===== config.mk =====
export PLATFORM = sky130hd
export DESIGN_NAME = acr_regs
export DESIGN_NICKNAME = d
export VERILOG_FILES = /design/src/hdl/acr_pkg.sv /design/src/hdl/acr_sync.sv /design/src/hdl/acr_regs.sv
export VERILOG_INCLUDE_DIRS = /design/src /design/src/hdl
export SDC_FILE = /design/constraint.sdc
export NUM_CORES = 1
export LEC_CHECK = 0
export BUFFER_PORTS_ARGS = -buffer_cell sky130_fd_sc_hd__buf_2
export CORE_ASPECT_RATIO = 0.5
export CORE_UTILIZATION = 25
export DETAILED_ROUTE_END_ITERATION = 16
export GPL_TIMING_DRIVEN = 1
export HOLD_SLACK_MARGIN = 0.15
export PLACE_DENSITY = 0.42
export RECOVER_POWER = 50
export SYNTH_ARGS = -nofsm -noshare
export SYNTH_HDL_FRONTEND = slang
export SYNTH_SLANG_ARGS = --single-unit

===== constraint.sdc =====
create_clock -name clk_sys -period 2.39 [get_ports clk_sys]
set_input_delay 0.478 -clock clk_sys [delete_from_list [all_inputs] [get_ports clk_sys]]
set_output_delay 0.478 -clock clk_sys [all_outputs]
set_load 0.03 [all_outputs]

===== src/hdl/acr_params.svh =====
`ifndef ACR_PARAMS_SVH
`define ACR_PARAMS_SVH
// destination select codes on data bits 9:8
`define ACR_SEL_CLAMP_LOW 2'h0
`define ACR_SEL_CLAMP_HIGH 2'h1
`define ACR_SEL_CONTROL 2'h2
`define ACR_SEL_RESERVED 2'h3
// register offsets (same as select codes)
`define ACR_OFS_CLAMP_LOW 2'h0
`define ACR_OFS_CLAMP_HIGH 2'h1
`define ACR_OFS_CONTROL 2'h2
// reset values
`define ACR_RST_CLAMP_LOW 8'h00
`define ACR_RST_CLAMP_HIGH 8'h00
`define ACR_RST_CONTROL 8'h01
// control field positions
`define ACR_CTL_GAIN_LSB 0
`define ACR_CTL_GAIN_MSB 2
`define ACR_CTL_SLEEP 3
`define ACR_CTL_CLAMP_SRC 4
`define ACR_CTL_SIGNED 5
`define ACR_CTL_CLAMP_OFF 6
// select field position on the data pins
`define ACR_SEL_LSB 8
`define ACR_SEL_MSB 9
// synchroniser depth for pin inputs
`define ACR_SYNC_STAGES 3
`endif


===== src/hdl/acr_pkg.sv =====
package acr_pkg;
  // write-strobe capture states
  typedef enum logic [1:0] {
    ACR_IDLE = 2'b00,
    ACR_HIGH = 2'b01
  } acr_wr_state_t;
  // gain in half steps (1 = 0.5 ... 8 = 4.0)
  typedef logic [3:0] acr_half_gain_t;
endpackage : acr_pkg


===== src/hdl/acr_sync.sv =====
`timescale 1ns/1ps
`include "acr_params.svh"
// three-stage synchroniser; change accepted when stages 2 and 3 agree
module acr_sync #(
  parameter int WIDTH = 1
) (
  input wire logic clk_sys,
  input wire logic rst,
  input wire logic ce,
  input wire logic [WIDTH-1:0] din,
  output logic [WIDTH-1:0] dout
);
  logic [WIDTH-1:0] s1_ff; // first stage, read only by stage 2
  logic [WIDTH-1:0] s2_ff;
  logic [WIDTH-1:0] s3_ff;
  logic [WIDTH-1:0] q_ff;  // filtered result
  genvar i;

  // shift chain
  always_ff @(posedge clk_sys) begin
    if (rst) begin
      s1_ff <= '0;
      s2_ff <= '0;
      s3_ff <= '0;
    end else if (ce) begin
      s1_ff <= din;
      s2_ff <= s1_ff;
      s3_ff <= s2_ff;
    end
  end

  // per-bit agreement filter
  generate
    for (i = 0; i < WIDTH; i++) begin : g_bit
      always_ff @(posedge clk_sys) begin
        if (rst) begin
          q_ff[i] <= 1'b0;
        end else if (ce && (s2_ff[i] == s3_ff[i])) begin
          q_ff[i] <= s3_ff[i];
        end
      end
    end
  endgenerate

  assign dout = q_ff;
endmodule : acr_sync


===== src/hdl/acr_regs.sv =====
`timescale 1ns/1ps
`include "acr_params.svh"
// What this block does
// (RQ1) host loads words via data pins, strobe
// (RQ2) bits 9:8 pick low, high, control
// (RQ3) registers write-only, never read back
// (RQ4) host never writes select code 11
// (RQ5) gain field 000..111 is 0.5..4.0
// (RQ6) control bit 3 sets power-down
// (RQ7) control bit 4 picks clamp source
// (RQ8) control bit 5 picks two's complement
// (RQ9) control bit 6 turns clamp pin off
// (RQ10) clamp code from low and high registers
// (RQ11) code zero bottom, full-scale top reference
// (RQ12) drivers tri-state while enable pin high
// (RQ13) word latched on strobe high then low
// (RQ14) enable low drives results, pin 0 LSB
// (RQ15) reserved select writes are ignored
module acr_regs (
  input wire logic clk_sys,
  input wire logic rst,
  input wire logic ce,
  input wire logic wr_pin,
  input wire logic oe_n_pin,
  input wire logic [9:0] data_in,
  output logic [9:0] data_out,
  output logic data_oe_n,
  output logic over_range_out,
  output logic over_range_oe_n,
  input wire logic [9:0] conv_result,
  input wire logic conv_over_range,
  output logic [2:0] gain_select,
  output logic [3:0] gain_half_steps,
  output logic sleep_bit,
  output logic clamp_source_sel,
  output logic signed_output_sel,
  output logic clamp_out_off,
  output logic [9:0] clamp_code
);
  logic [9:0] data_s; // synchronised data pins
  logic wr_s; // synchronised strobe
  logic oe_drive_s; // synchronised drive request, high = drive
  logic oe_n_s; // synchronised drive enable, active low
  acr_pkg::acr_wr_state_t st_ff;
  acr_pkg::acr_wr_state_t nxt_st;
  logic [9:0] word_ff; // word held while strobe high
  logic commit; // falling strobe edge
  logic [7:0] clamp_low_ff;
  logic [7:0] clamp_high_ff;
  logic [7:0] control_ff;
  logic [9:0] dout_ff;
  logic over_range_ff; // registered over-range flag

  // decode: is this select a real destination
  function automatic logic sel_valid(input logic [1:0] sel);
    sel_valid = (sel != `ACR_SEL_RESERVED);
  endfunction : sel_valid

  // pins come from another domain; bundle them through one synchroniser
  // enable goes in inverted so the chain's reset value means drivers off
  acr_sync #(.WIDTH(12)) u_acr_sync (
    .clk_sys(clk_sys),
    .rst(rst),
    .ce(ce),
    .din({~oe_n_pin, wr_pin, data_in}),
    .dout({oe_drive_s, wr_s, data_s})
  );
  // back to active-low sense; no bus fight with the host after reset
  assign oe_n_s = ~oe_drive_s; // RQ12

  // strobe state: capture while high, commit on return low
  always_comb begin
    nxt_st = st_ff;
    commit = 1'b0;
    case (st_ff)
      acr_pkg::ACR_IDLE: begin
        if (wr_s && oe_n_s) begin
          nxt_st = acr_pkg::ACR_HIGH; // RQ12
        end
      end
      acr_pkg::ACR_HIGH: begin
        if (!wr_s) begin
          nxt_st = acr_pkg::ACR_IDLE;
          commit = 1'b1; // RQ13
        end
      end
      default: nxt_st = acr_pkg::ACR_IDLE;
    endcase
  end

  // state register
  always_ff @(posedge clk_sys) begin
    if (rst) begin
      st_ff <= acr_pkg::ACR_IDLE;
    end else if (ce) begin
      st_ff <= nxt_st;
    end
  end

  // keep the last word seen while strobe high; the falling edge may blur data
  always_ff @(posedge clk_sys) begin
    if (rst) begin
      word_ff <= 10'h000;
    end else if (ce && wr_s) begin
      word_ff <= data_s; // RQ1
    end
  end

  // destination decode and write; reserved select dropped
  always_ff @(posedge clk_sys) begin
    if (rst) begin
      clamp_low_ff <= `ACR_RST_CLAMP_LOW;
      clamp_high_ff <= `ACR_RST_CLAMP_HIGH;
      control_ff <= `ACR_RST_CONTROL;
    end else if (ce && commit && sel_valid(word_ff[`ACR_SEL_MSB:`ACR_SEL_LSB])) begin // RQ15
      case (word_ff[`ACR_SEL_MSB:`ACR_SEL_LSB]) // RQ2
        `ACR_SEL_CLAMP_LOW: clamp_low_ff <= word_ff[7:0];
        `ACR_SEL_CLAMP_HIGH: clamp_high_ff <= word_ff[7:0];
        `ACR_SEL_CONTROL: control_ff <= word_ff[7:0];
        default: ;
      endcase
    end
  end

  // control fields; bit 7 unused
  assign gain_select = control_ff[`ACR_CTL_GAIN_MSB:`ACR_CTL_GAIN_LSB];
  assign gain_half_steps = {1'b0, gain_select} + 4'h1; // RQ5
  assign sleep_bit = control_ff[`ACR_CTL_SLEEP]; // RQ6
  assign clamp_source_sel = control_ff[`ACR_CTL_CLAMP_SRC]; // RQ7
  assign signed_output_sel = control_ff[`ACR_CTL_SIGNED]; // RQ8
  assign clamp_out_off = control_ff[`ACR_CTL_CLAMP_OFF]; // RQ9
  // code 000 maps to bottom reference, 3FF to top; analog side scales
  assign clamp_code = {clamp_high_ff[1:0], clamp_low_ff}; // RQ10 RQ11

  // output path carries conversions only, never register contents
  always_ff @(posedge clk_sys) begin
    if (rst) begin
      dout_ff <= 10'h000;
      over_range_ff <= 1'b0;
    end else if (ce) begin
      // offset binary to two's complement is an msb flip
      dout_ff <= {conv_result[9] ^ signed_output_sel, conv_result[8:0]}; // RQ3 RQ8 RQ14
      over_range_ff <= conv_over_range;
    end
  end

  // enable is active low while the device drives
  assign data_out = dout_ff;
  assign over_range_out = over_range_ff;
  assign data_oe_n = oe_n_s; // RQ12 RQ14
  assign over_range_oe_n = oe_n_s;

  // a control write shows up in the register one cycle after commit
  property p_wr_commit;
    @(posedge clk_sys) disable iff (rst)
    (ce && commit && word_ff[9:8] == `ACR_SEL_CONTROL) |=>
      (control_ff == $past(word_ff[7:0]));
  endproperty
  a_wr_commit: assert property (p_wr_commit) else $error("control not written"); // RQ2

  // reserved destination must leave every register as it was
  property p_reserved;
    @(posedge clk_sys) disable iff (rst)
    (commit && word_ff[9:8] == `ACR_SEL_RESERVED) |=>
      $stable(control_ff) && $stable(clamp_low_ff) && $stable(clamp_high_ff);
  endproperty
  a_reserved: assert property (p_reserved) else $error("reserved write changed state"); // RQ15

  // without a completed strobe nothing may move
  property p_no_wr_no_change;
    @(posedge clk_sys) disable iff (rst)
    !commit |=> $stable(clamp_low_ff) && $stable(clamp_high_ff) && $stable(control_ff);
  endproperty
  a_no_wr_no_change: assert property (p_no_wr_no_change) else $error("spurious write"); // RQ13

  // clamp high payload bits 1:0 become code bits 9:8
  property p_code;
    @(posedge clk_sys) disable iff (rst)
    (ce && commit && word_ff[9:8] == `ACR_SEL_CLAMP_HIGH) |=>
      (clamp_code[9:8] == $past(word_ff[1:0]));
  endproperty
  a_code: assert property (p_code) else $error("clamp code mismatch"); // RQ10

  // clamp low payload becomes code bits 7:0, top bits untouched
  property p_code_low;
    @(posedge clk_sys) disable iff (rst)
    (ce && commit && word_ff[9:8] == `ACR_SEL_CLAMP_LOW) |=>
      (clamp_code[7:0] == $past(word_ff[7:0])) && $stable(clamp_code[9:8]);
  endproperty
  a_code_low: assert property (p_code_low) else $error("clamp low byte not written"); // RQ10

  // gain stays within half to four, and code 001 is unity
  property p_gain;
    @(posedge clk_sys) disable iff (rst)
    (gain_half_steps >= 4'h1) && (gain_half_steps <= 4'h8) &&
      ((gain_select != 3'h1) || (gain_half_steps == 4'h2));
  endproperty
  a_gain: assert property (p_gain) else $error("gain decode wrong"); // RQ5

  // output word is last cycle's result, msb flipped in signed mode
  property p_format;
    @(posedge clk_sys) disable iff (rst)
    ce |=> (data_out[9] == ($past(conv_result[9]) ^ $past(signed_output_sel))) &&
      (data_out[8:0] == $past(conv_result[8:0]));
  endproperty
  a_format: assert property (p_format) else $error("output format wrong"); // RQ8

  // no driving on the shared pins while a word is being captured
  property p_hiz;
    @(posedge clk_sys) disable iff (rst)
    (st_ff == acr_pkg::ACR_HIGH) |-> data_oe_n && over_range_oe_n;
  endproperty
  a_hiz: assert property (p_hiz) else $error("drove pins during write"); // RQ12

  // a strobe seen while the device drives is not a write
  property p_refused;
    @(posedge clk_sys) disable iff (rst)
    (st_ff == acr_pkg::ACR_IDLE && wr_s && !oe_n_s) |=> (st_ff == acr_pkg::ACR_IDLE);
  endproperty
  a_refused: assert property (p_refused) else $error("write taken while driving"); // RQ12

  // control write lands power-down and clamp-off bits in place
  property p_sleep;
    @(posedge clk_sys) disable iff (rst)
    (ce && commit && word_ff[9:8] == `ACR_SEL_CONTROL) |=>
      (sleep_bit == $past(word_ff[3])) && (clamp_out_off == $past(word_ff[6]));
  endproperty
  a_sleep: assert property (p_sleep) else $error("control bit mapping wrong"); // RQ6 RQ9
endmodule : acr_regs


# Word level (Yosys, flattened, before mapping)
# Index checks and enable logic that the tools add are counted.
[totals] register_bits=88 in_bits=26 output_inout_bits=34 wordCells=71
[op_classes] addsub=1 eq_ne=18 mux=5 bitwise=3 n_reduce_logical=22
[op_table] cell="1-bit logical AND" n=16
[op_table] cell="1-bit equality test" n=12
[op_table] cell="2-bit inequality test (second input constant)" n=3
[op_table] cell="2-bit AND reduction" n=3
[op_table] cell="3-bit by 1-bit adder with 4-bit output (second input constant)" n=1
[op_table] cell="2-bit by 1-bit equality test with 1-bit output (second input constant)" n=2
[op_table] cell="2-bit zero test" n=2
[op_table] cell="2-bit two-way mux" n=2
[op_table] cell="2-bit one-hot mux with 2 select lines" n=1
[op_table] cell="3-bit AND reduction" n=1
[op_table] cell="2-bit equality test (second input constant)" n=1
[op_table] cell="1-bit two-way mux" n=2
[op_table] cell="1-bit inverter" n=2
[op_table] cell="1-bit XOR" n=1

# Logic depth before layout (Yosys ltp)
# Gate-level depths: netlist of the first run.
[logic_depth] word_depth=5 mapped_depth=5

# Hierarchy
# A second synthesis of the first run with hierarchy kept.
[unflattened] hier_cells=353 hier_area_um2=3588.4
[by_module_without_submodules] module="acr_sync" n_inst=1 cells_per_inst=193 area_per_inst_um2=2026.9 seq_area_each_um2=960.9
[by_module_without_submodules] module="acr_regs" n_inst=1 cells_per_inst=160 area_per_inst_um2=1561.5 seq_area_each_um2=780.7

# Least setup slack after synthesis of the first run
# Ideal clock, no wire load.
[synth_path] kind="flip-flop to output port" from="register control_ff[0]" to="output gain_half_steps[2]" arrival_time_ns=1.247 required_time_ns=1.912 slack_ns=0.665 path_stages_with_launch=3 path_cell_list="dfxtp_1 -> ha_1 -> xor2_1"
[synth_between] elab_chain_len=1
[synth_rtl] element="start: declaration" line="acr_regs.sv:50" text="logic [7:0] control_ff;"
[synth_rtl] element="start signal: assignment" line="acr_regs.sv:114" text="control_ff <= `ACR_RST_CONTROL;"
[synth_rtl] element="start signal: assignment" line="acr_regs.sv:119" text="`ACR_SEL_CONTROL: control_ff <= word_ff[7:0];"
[synth_rtl] element="3-bit by 1-bit adder with 4-bit output" line="acr_regs.sv:127" text="assign gain_half_steps = {1'b0, gain_select} + 4'h1;"
[synth_rtl] element="end: declaration" line="acr_regs.sv:33" text="output logic [3:0] gain_half_steps,"
# Every way passes these cells.

# Final worst setup path of the first run
[layout_path] from="input rst" to="register u_acr_sync.s3_ff[3]"
[layout_lines] element="start: declaration" line="acr_regs.sv:21" text="input wire logic rst,"
[layout_lines] element="end signal: assignment" line="acr_sync.sv:24" text="s3_ff <= '0;"
[layout_lines] element="end signal: assignment" line="acr_sync.sv:28" text="s3_ff <= s2_ff;"
[layout_lines] element="end: declaration" line="acr_sync.sv:15" text="logic [WIDTH-1:0] s3_ff;"
# No word-level cell between the ends.

==> results_dict.tcl, run 1 <==
set metrics [dict create \
    synth_xor_area_frac 0.00533 \
    yosys.area.top_type_share 0.530 \
    worstPathRequired_ns 2.58 \
    wire_per_inst_um 11.9 \
    start_util 0.258 \
    grt_remaining_overflow 0 \
    diodes 0 \
    grt_antenna_before_repair 0 \
    cts.repair.resized 0 \
    crit_path_max_fanout 28 \
    routed-via-count 2361 \
    n_fill_cell 1340 \
    cpMostUsedCell "clkbuf_1" \
    die_h_um 83.1 \
    finalNonFillerCells 570 \
    wl_mm 6.80 \
    finalHoldViolCount 0 \
    worst_pin_slew_ns 0.969 \
    dp_slack_ns 0.774 \
    synthFlopType "dfxtp_1" \
    synth_commonest_cells "87 x dfxtp_1, 54 x mux2i_1, 50 x nor2_1" \
    grt_pass1_vias 2216 \
    ys_warn_count 0 \
    critPathLaunch "rst" \
    io_pins 60 \
    numCtsBuffers 9 \
    timing.final.ws_setup_ns 0.564 \
    routed_via_density 4.14 \
    p_per_area_nw_per_um2 788 \
    drt_iter0_drc 100 \
    io_buffer_count 59 \
    min_period_ns 1.83 \
    root_buffer "clkbuf_16" \
    critPathSlowestCell "clkbuf_1" \
    design.die.area_um2 13600 \
    tns_ns 0 \
    p_leak_nw 1.74 \
    cap_violations 0 \
    clock_sinks 87 \
    grtUsageTotal 0.110 \
    gp_congestion 0.664 \
    synth_seq_cells 87 \
    dr.pass1.iters 4 \
    end_kind "register" \
    syn_avg_cell_area_um2 9.58 \
    grt_setup_unrepaired "no" \
    clk_pin_slew_ns 0.07 \
    worstHoldStart "oe_n_pin" \
    start_kind "primary input" \
    synth_area_leaders "dfxtp_1 53%, mux2i_1 16%, nor2_1 5.7%" \
    relSlewSlack 0.354 \
    dp.cells 554 \
    drc 0 \
    final_area_um2 4050 \
    hold_path.class "in2reg" \
    fmax_ghz 0.548 \
    coreArea_um2 12700 \
    synth_mux_area_frac 0.165 \
    row_count 29 \
    async_flop_share 0 \
    cp_slowest_stage_delay_ns 0.71 \
    period_share 0.764 \
    synthAdderAreaFrac 0.00381 \
    layout.nets 422 \
    status "completed" \
    syn_inst 343 \
    drive_gt1_frac 0.198 \
    syn_nets 370 \
    grt_start_max_net_pins 53 \
    synth_compound_area_frac 0.0914 \
    ant_nets 0 \
    insertion_delay_ns 0.34 \
    setup_viol 0 \
    cts_tree "done" \
    post_dp_cell_area_um2 3740 \
    cts_hold_buf 0 \
    synth_area_um2 3280 \
    post_cts_buffers 0 \
    synth-seq-area-share 0.530 \
    yosysUniqueCellTypes 23 \
    synth_edf_count 0 \
    drv_slew 0 \
    cts_max_level 3 \
    grt_pass1_wl_mm 11.7 \
    synth_top_cell_by_area "dfxtp_1" \
    area.growth.synth_to_final_pct 23.4 \
    crit_arrival_ns 2.02 \
    die_x_um 164 \
    hpwl_mm 4.44 \
    r2r-start "u_acr_sync.dout[10]" \
    crit_type "in2reg" \
    skew_ns 0.00670 \
    synthSimpleGateAreaFrac 0.172 \
    path_cells "clkbuf_1 -> clkbuf_1 -> nor2_1" \
    vdd_drop_max_mv 0.396 \
    synth_top_family_by_area "simple AND/OR/NAND/NOR gates" \
    yosysMostFrequentCell "dfxtp_1" \
    clockBufferDepth 2 \
]
## registers in the layout, summed over array words and instances (netlist names)
signal,flops
u_acr_sync.dout,12
u_acr_sync.s1_ff,12
u_acr_sync.s2_ff,12
u_acr_sync.s3_ff,12
data_out,10
word_ff,10
clamp_low_ff,8
control_ff,7
clamp_high_ff,2
over_range_out,1
st_ff,1
## layout make-up
cell class / instances / area (µm²) / area share
repair buffers: 63 / 333 / 0.0821
inverters: 3 / 11.3 / 0.00278
well taps: 170 / 213 / 0.0525
flip-flops and latches: 87 / 1740 / 0.430
multi-input cells: 231 / 1440 / 0.354
clock buffers: 9 / 225 / 0.0556
clock inverters: 7 / 95.1 / 0.0235
## stage by stage
stage               utilization  power (W)  hold WS (ns)
CTS                       0.319    0.00326         0.304
detailed placement        0.294    0.00172         0.449
floorplan                     -    0.00166         0.436
global placement          0.294    0.00172         0.449
finish                    0.318    0.00320         0.313
global route              0.318    0.00336         0.308
## where the power goes
part	internal (W)	total, W	switching (W)
combinational	0.0000748	0.000180	0.000105
sequential	0.00148	0.00150	0.0000193
clock	0.000919	0.00151	0.000592
total	0.00248	0.00320	0.000717
## logic make-up (layout without fill, tap and decap cells)
logic type      Yosys count  count (layout)
simple gates            117             117
xor+xnor                  2               2
buf+inv                  25              82
mux                      54              54
flops                    87              87
compound gates           57              57
fa+ha+maj                 1               1
## routing by layer
metal,part of all wire,track usage,up-vias
li1,-,-,1261
met5,0,0,-
met4,0.0094,0.0379,0
met1,0.57,0.163,1044
met3,0.066,0.0445,5
met2,0.36,0.140,51
## path summary, 6_finish.rpt
path	slack, ns	depth (start not counted)	to
worst min register to register	0.46	2	word_ff[1]
worst min-delay path	0.31	2	u_acr_sync.s1_ff[11]
worst max-delay path	0.56	3	u_acr_sync.s3_ff[3]
worst max register to register	1.04	2	clamp_low_ff[3]
## cell usage in the layout (no fill, tap or decap), types with 3 or more instances in the layout
| master | instances |
|---|---|
| dfxtp_1 | 87 |
| buf_2 | 58 |
| mux2i_1 | 54 |
| nor2_1 | 50 |
| a21oi_1 | 31 |
| nand2_1 | 26 |
| nand2b_1 | 25 |
| o21ai_0 | 20 |
| and2_1 | 9 |
| clkbuf_16 | 9 |
| a21o_1 | 4 |
| inv_1 | 3 |
## critical path: cells and delay by family
family	cells	cell delay, ns
buf+inv	2	1.41
simple gates	1	0.11
No activity file was read; power rests on OpenSTA's default activity.
==> run 2, diff against run 1 <==
Settings changed: PLACE_DENSITY 0.42 to 0.44.
Clock period 2.39 ns to 1.48 ns, I/O delays scaled along.
==> results_dict.tcl, run 2 (same netlist as run 1, synthesis figures left out) <==
set metrics [dict create \
    status "completed" \
    io_buffer_count 59 \
    numCtsBuffers 9 \
    ant_nets 0 \
    cts_tree "done" \
    min_period_ns 1.42 \
    die_x_um 164 \
    drive_gt1_frac 0.224 \
    wire_per_inst_um 11.6 \
    relSlewSlack 0.460 \
    hpwl_mm 4.48 \
    grtUsageTotal 0.108 \
    p_int_w 0.00401 \
    layout_common_cells "85 x dfxtp_1, 56 x buf_2, 54 x mux2i_1" \
    area.growth.synth_to_final_pct 26.4 \
    grt_pass1_wl_mm 11.5 \
    start_kind "register" \
    p_comb_frac 0.059 \
    crit_arrival_ns 1.13 \
    grt_antenna_before_repair 0 \
    tns_ns 0 \
    crit_path_max_fanout 5 \
    io_pins 60 \
    clockBufferDepth 2 \
    n_fill_cell 1306 \
    p_per_area_nw_per_um2 1230 \
    post_cts_buffers 0 \
    drt_iter0_drc 82 \
    multi_input_area_um2 1460 \
    power_frac_clock 0.466 \
    power_switching_w 0.00110 \
    grt_start_max_net_pins 61 \
    sw_frac_of_total 0.216 \
    seqPwrFrac 0.475 \
    routed-via-count 2367 \
    fmax_ghz 0.703 \
    grt_setup_unrepaired "no" \
    grt_pass1_vias 2271 \
    p_leak_nw 1.79 \
    clock_sinks 87 \
    vdd_drop_max_mv 0.556 \
    wl_mm 6.72 \
    cts_max_level 3 \
    worst_pin_slew_ns 0.810 \
    row_count 29 \
    design.die.area_um2 13600 \
    final_common_cell "dfxtp_1" \
    worstPathRequired_ns 1.18 \
    grt_remaining_overflow 0 \
    gp_congestion 0.658 \
    dr.pass1.iters 4 \
    diodes 0 \
    routed_via_density 4.08 \
    critPathSlowestCell "dfxtp_4" \
    finalHoldViolCount 0 \
    seqCellArea_um2 1750 \
    start_util 0.258 \
    cp_slowest_stage_delay_ns 0.36 \
    path_cells "ha_4 -> xor2_2 -> buf_6" \
    crit_type "reg2out" \
    clk_pin_slew_ns 0.07 \
    end_kind "primary output" \
    skew_ns 0.00506 \
    insertion_delay_ns 0.33 \
    root_buffer "clkbuf_16" \
    setup_viol 0 \
    die_h_um 83.1 \
    coreArea_um2 12700 \
    p_total_w 0.00511 \
    drv_slew 0 \
    cap_violations 0 \
    period_share 0.962 \
    layout.nets 432 \
    hold_path.class "in2reg" \
    drc 0 \
]
[run 2: changes by cell type in the layout (fill, tap and decap cells not counted), sizes merged]
cell / before / now
buf: 61 / 69
clkbuf: 11 / 14
inv: 5 / 3
clkinv: 2 / 3
clkinvlp: 1 / 0
dlygate4sd3: 0 / 1
[run 2: per-layer routing]
layer,GRT usage,up-vias,wire length (µm)
li1,-,1271,-
met1,0.163,1043,3880
met2,0.138,49,2430
met3,0.0380,4,362
met4,0.0354,0,49
met5,0,-,0
[run 2: power groups by stage]
stage / sequential (W) / clock [W] / combinational, W
final: 0.00243 / 0.00238 / 0.000300
after floorplan: 0.00251 / 0 / 0.000171
after detailed placement: 0.00248 / 0 / 0.000308
after global routing: 0.00243 / 0.00257 / 0.000335
after global placement: 0.00248 / 0 / 0.000306
after CTS: 0.00243 / 0.00246 / 0.000311
[run 2: final timing paths]
kind | slack [ns] | from | end | depth (start not counted)
max | 0.06 | control_ff[0] | gain_half_steps[2] | 3
min | 0.19 | conv_result[4] | data_out[4] | 3
max reg2reg | 0.16 | word_ff[9] | control_ff[5] | 3
min reg2reg | 0.46 | word_ff[5] | word_ff[5] | 2
[run 2: critical path: cells and delay by family (launching register included)]
kind,cells,cell delay (ns)
xor+xnor,1,0.14
fa+ha+maj,1,0.16
buf+inv,1,0.14
flops,1,0.36
[run 2: timing repair]
item | CTS | global route
hold endpoints to repair | 1 | 0
gates resized for setup | 8 | 0
setup endpoints to repair | 2 | 0
hold buffers | 1 | 0
[run 2: final cells by class]
type	count	share of cell area
inverters	3	0.00271
multi-input cells	231	0.351
clock buffers	11	0.0561
flip-flops and latches	87	0.421
clock inverters	5	0.0199
well taps	170	0.0513
repair buffers	73	0.0986
[run 2: per-stage QoR]
stage	instances	utilization	area (µm²)	hold WS [ns]	setup slack, ns
floorplan	343	-	3290	0.395	0.0661
global placement	563	0.299	3810	0.449	0.0970
detailed placement	563	0.299	3810	0.447	0.0876
CTS	580	0.327	4170	0.180	0.0353
global route	580	0.326	4150	0.189	0.00102
finish	580	0.326	4150	0.193	0.0569
==> run 3, diff against run 2 <==
Settings changed: BUFFER_PORTS_ARGS -buffer_cell sky130_fd_sc_hd__buf_2 to -buffer_cell sky130_fd_sc_hd__buf_4.
==> results_dict.tcl, run 3 (same netlist as run 1, synthesis figures left out) <==
set metrics [dict create \
    status "completed" \
    setup_viol 0 \
    whs_endpoint "data_out[3]" \
    power_frac_clock 0.443 \
    r2r-end "clamp_low_ff[1]" \
    start_util 0.258 \
    worst_pin_slew_ns 0.645 \
    area.growth.synth_to_final_pct 30.3 \
    critPathSlowestCell "dfxtp_4" \
    grt_pass1_wl_mm 12.0 \
    drv_slew 0 \
    period_share 0.967 \
    min_period_ns 1.43 \
    seqCellArea_um2 1750 \
    cap_violations 0 \
    design.die.area_um2 13600 \
    worstPathRequired_ns 1.18 \
    coreArea_um2 12700 \
    grt_antenna_before_repair 0 \
    final_common_cell "dfxtp_1" \
    multi_input_area_um2 1460 \
    root_buffer "clkbuf_16" \
    row_count 29 \
    crit_type "reg2out" \
    hold_path.class "in2reg" \
    p_comb_frac 0.066 \
    reg2reg_depth 2 \
    grt_pass1_vias 2389 \
    path_cells "ha_4 -> xor2_2 -> buf_6" \
    wl_mm 6.90 \
    n_fill_cell 1335 \
    relSlewSlack 0.570 \
    grtUsageTotal 0.112 \
    cp_slowest_stage_delay_ns 0.38 \
    power_switching_w 0.00108 \
    finalNonFillerCells 580 \
    layout.nets 432 \
    hpwl_mm 4.56 \
    drive_gt1_frac 0.222 \
    insertion_delay_ns 0.33 \
    io_buffer_count 59 \
    clk_pin_slew_ns 0.06 \
    sw_frac_of_total 0.218 \
    fin_util 0.336 \
    numCtsBuffers 9 \
    vdd_drop_max_mv 0.446 \
    cts_max_level 3 \
    gp_congestion 0.659 \
    dr.pass1.iters 4 \
    routed-via-count 2375 \
    post_cts_buffers 0 \
    crit_path_max_fanout 5 \
    start_kind "register" \
    drc 0 \
    drt_iter0_drc 116 \
    wire_per_inst_um 11.9 \
    fmax_ghz 0.699 \
    die_h_um 83.1 \
    seqPwrFrac 0.491 \
    diodes 0 \
    dp.cells 563 \
    crit_arrival_ns 1.14 \
    cp_top_family "flip-flops" \
    cts_tree "done" \
    grt_start_max_net_pins 61 \
    dp_slack_ns 0.0909 \
    ff2ff_setup_slack_ns 0.21 \
    timing.final.ws_setup_ns 0.0484 \
    clock_sinks 87 \
    die_x_um 164 \
    holdPathStages 3 \
    ant_nets 0 \
    clockBufferDepth 2 \
    end_kind "primary output" \
    io_pins 60 \
    p_leak_nw 1.81 \
    grt_setup_unrepaired "no" \
    grt_remaining_overflow 0 \
    tns_ns 0 \
    skew_ns 0.00623 \
    path_buf_inv 1 \
    worstHoldStart "conv_result[3]" \
    finalHoldViolCount 0 \
    p_per_area_nw_per_um2 1160 \
    routed_via_density 4.09 \
    layout_common_cells "85 x dfxtp_1, 66 x buf_4, 54 x mux2i_1" \
    r2r-start "u_acr_sync.dout[10]" \
    p_int_w 0.00387 \
]
==> run 3: changes by cell type in the layout (fill, tap and decap cells not counted), sizes merged <==
cell | before | now
clkinvlp | 0 | 1
bufinv | 2 | 0
clkbuf | 14 | 18
buf | 69 | 68
clkinv | 3 | 1
==> run 3: worst max path at each step <==
stage	start	end	cells after the start	slack [ns]
finish	control_ff[0]	gain_half_steps[2]	3	0.05
global placement	ce	u_acr_sync.dout[9]	6	0.12
global route	control_ff[0]	gain_half_steps[2]	3	0.002
detailed placement	ce	u_acr_sync.dout[7]	6	0.09
CTS	control_ff[0]	gain_half_steps[2]	3	0.02
floorplan	control_ff[0]	gain_half_steps[2]	2	0.07
==> run 3: what timing repair did <==
action,in CTS,in global routing
hold buffers,1,0
endpoints found under the setup margin,1,0
resized for setup,6,0
endpoints found under the hold margin,1,0
==> run 3: power by group through the flow <==
| stage | combinational [W] | sequential (W) | clock, W |
|---|---|---|---|
| after floorplan | 0.000171 | 0.00251 | 0 |
| after global placement | 0.000335 | 0.00248 | 0 |
| after detailed placement | 0.000337 | 0.00248 | 0 |
| after CTS | 0.000340 | 0.00243 | 0.00229 |
| after global routing | 0.000361 | 0.00244 | 0.00239 |
| final | 0.000324 | 0.00243 | 0.00219 |
==> run 3: cell type report <==
cell class              instances  share of cell area
repair buffers                 73               0.130
inverters                       3             0.00263
clock inverters                 2             0.00292
clock buffers                  14              0.0664
multi-input cells             231               0.340
well taps                     170              0.0497
flip-flops and latches         87               0.408
==> run 3: worst register-to-register path, cell delays in order (launching register included) <==
cell	delay, ns
dfxtp_1	0.39
or4_1	0.62
mux2i_1	0.15
==> run 3: routing by layer <==
metal | vias to the layer above | part of all wire | GRT usage
li1 | 1270 | - | -
met1 | 1053 | 0.56 | 0.161
met2 | 47 | 0.38 | 0.154
met3 | 5 | 0.048 | 0.0380
met4 | 0 | 0.0093 | 0.0354
met5 | - | 0 | 0
==> run 3: per-stage QoR <==
| stage | hold slack, ns | instance area [µm²] | total power [W] |
|---|---|---|---|
| 2_1_floorplan | 0.395 | 3290 | 0.00268 |
| 3_3_place_gp | 0.445 | 3970 | 0.00282 |
| 3_5_place_dp | 0.449 | 3970 | 0.00282 |
| 4_1_cts | 0.187 | 4300 | 0.00506 |
| 5_1_grt | 0.189 | 4280 | 0.00518 |
| 6_report | 0.199 | 4280 | 0.00495 |
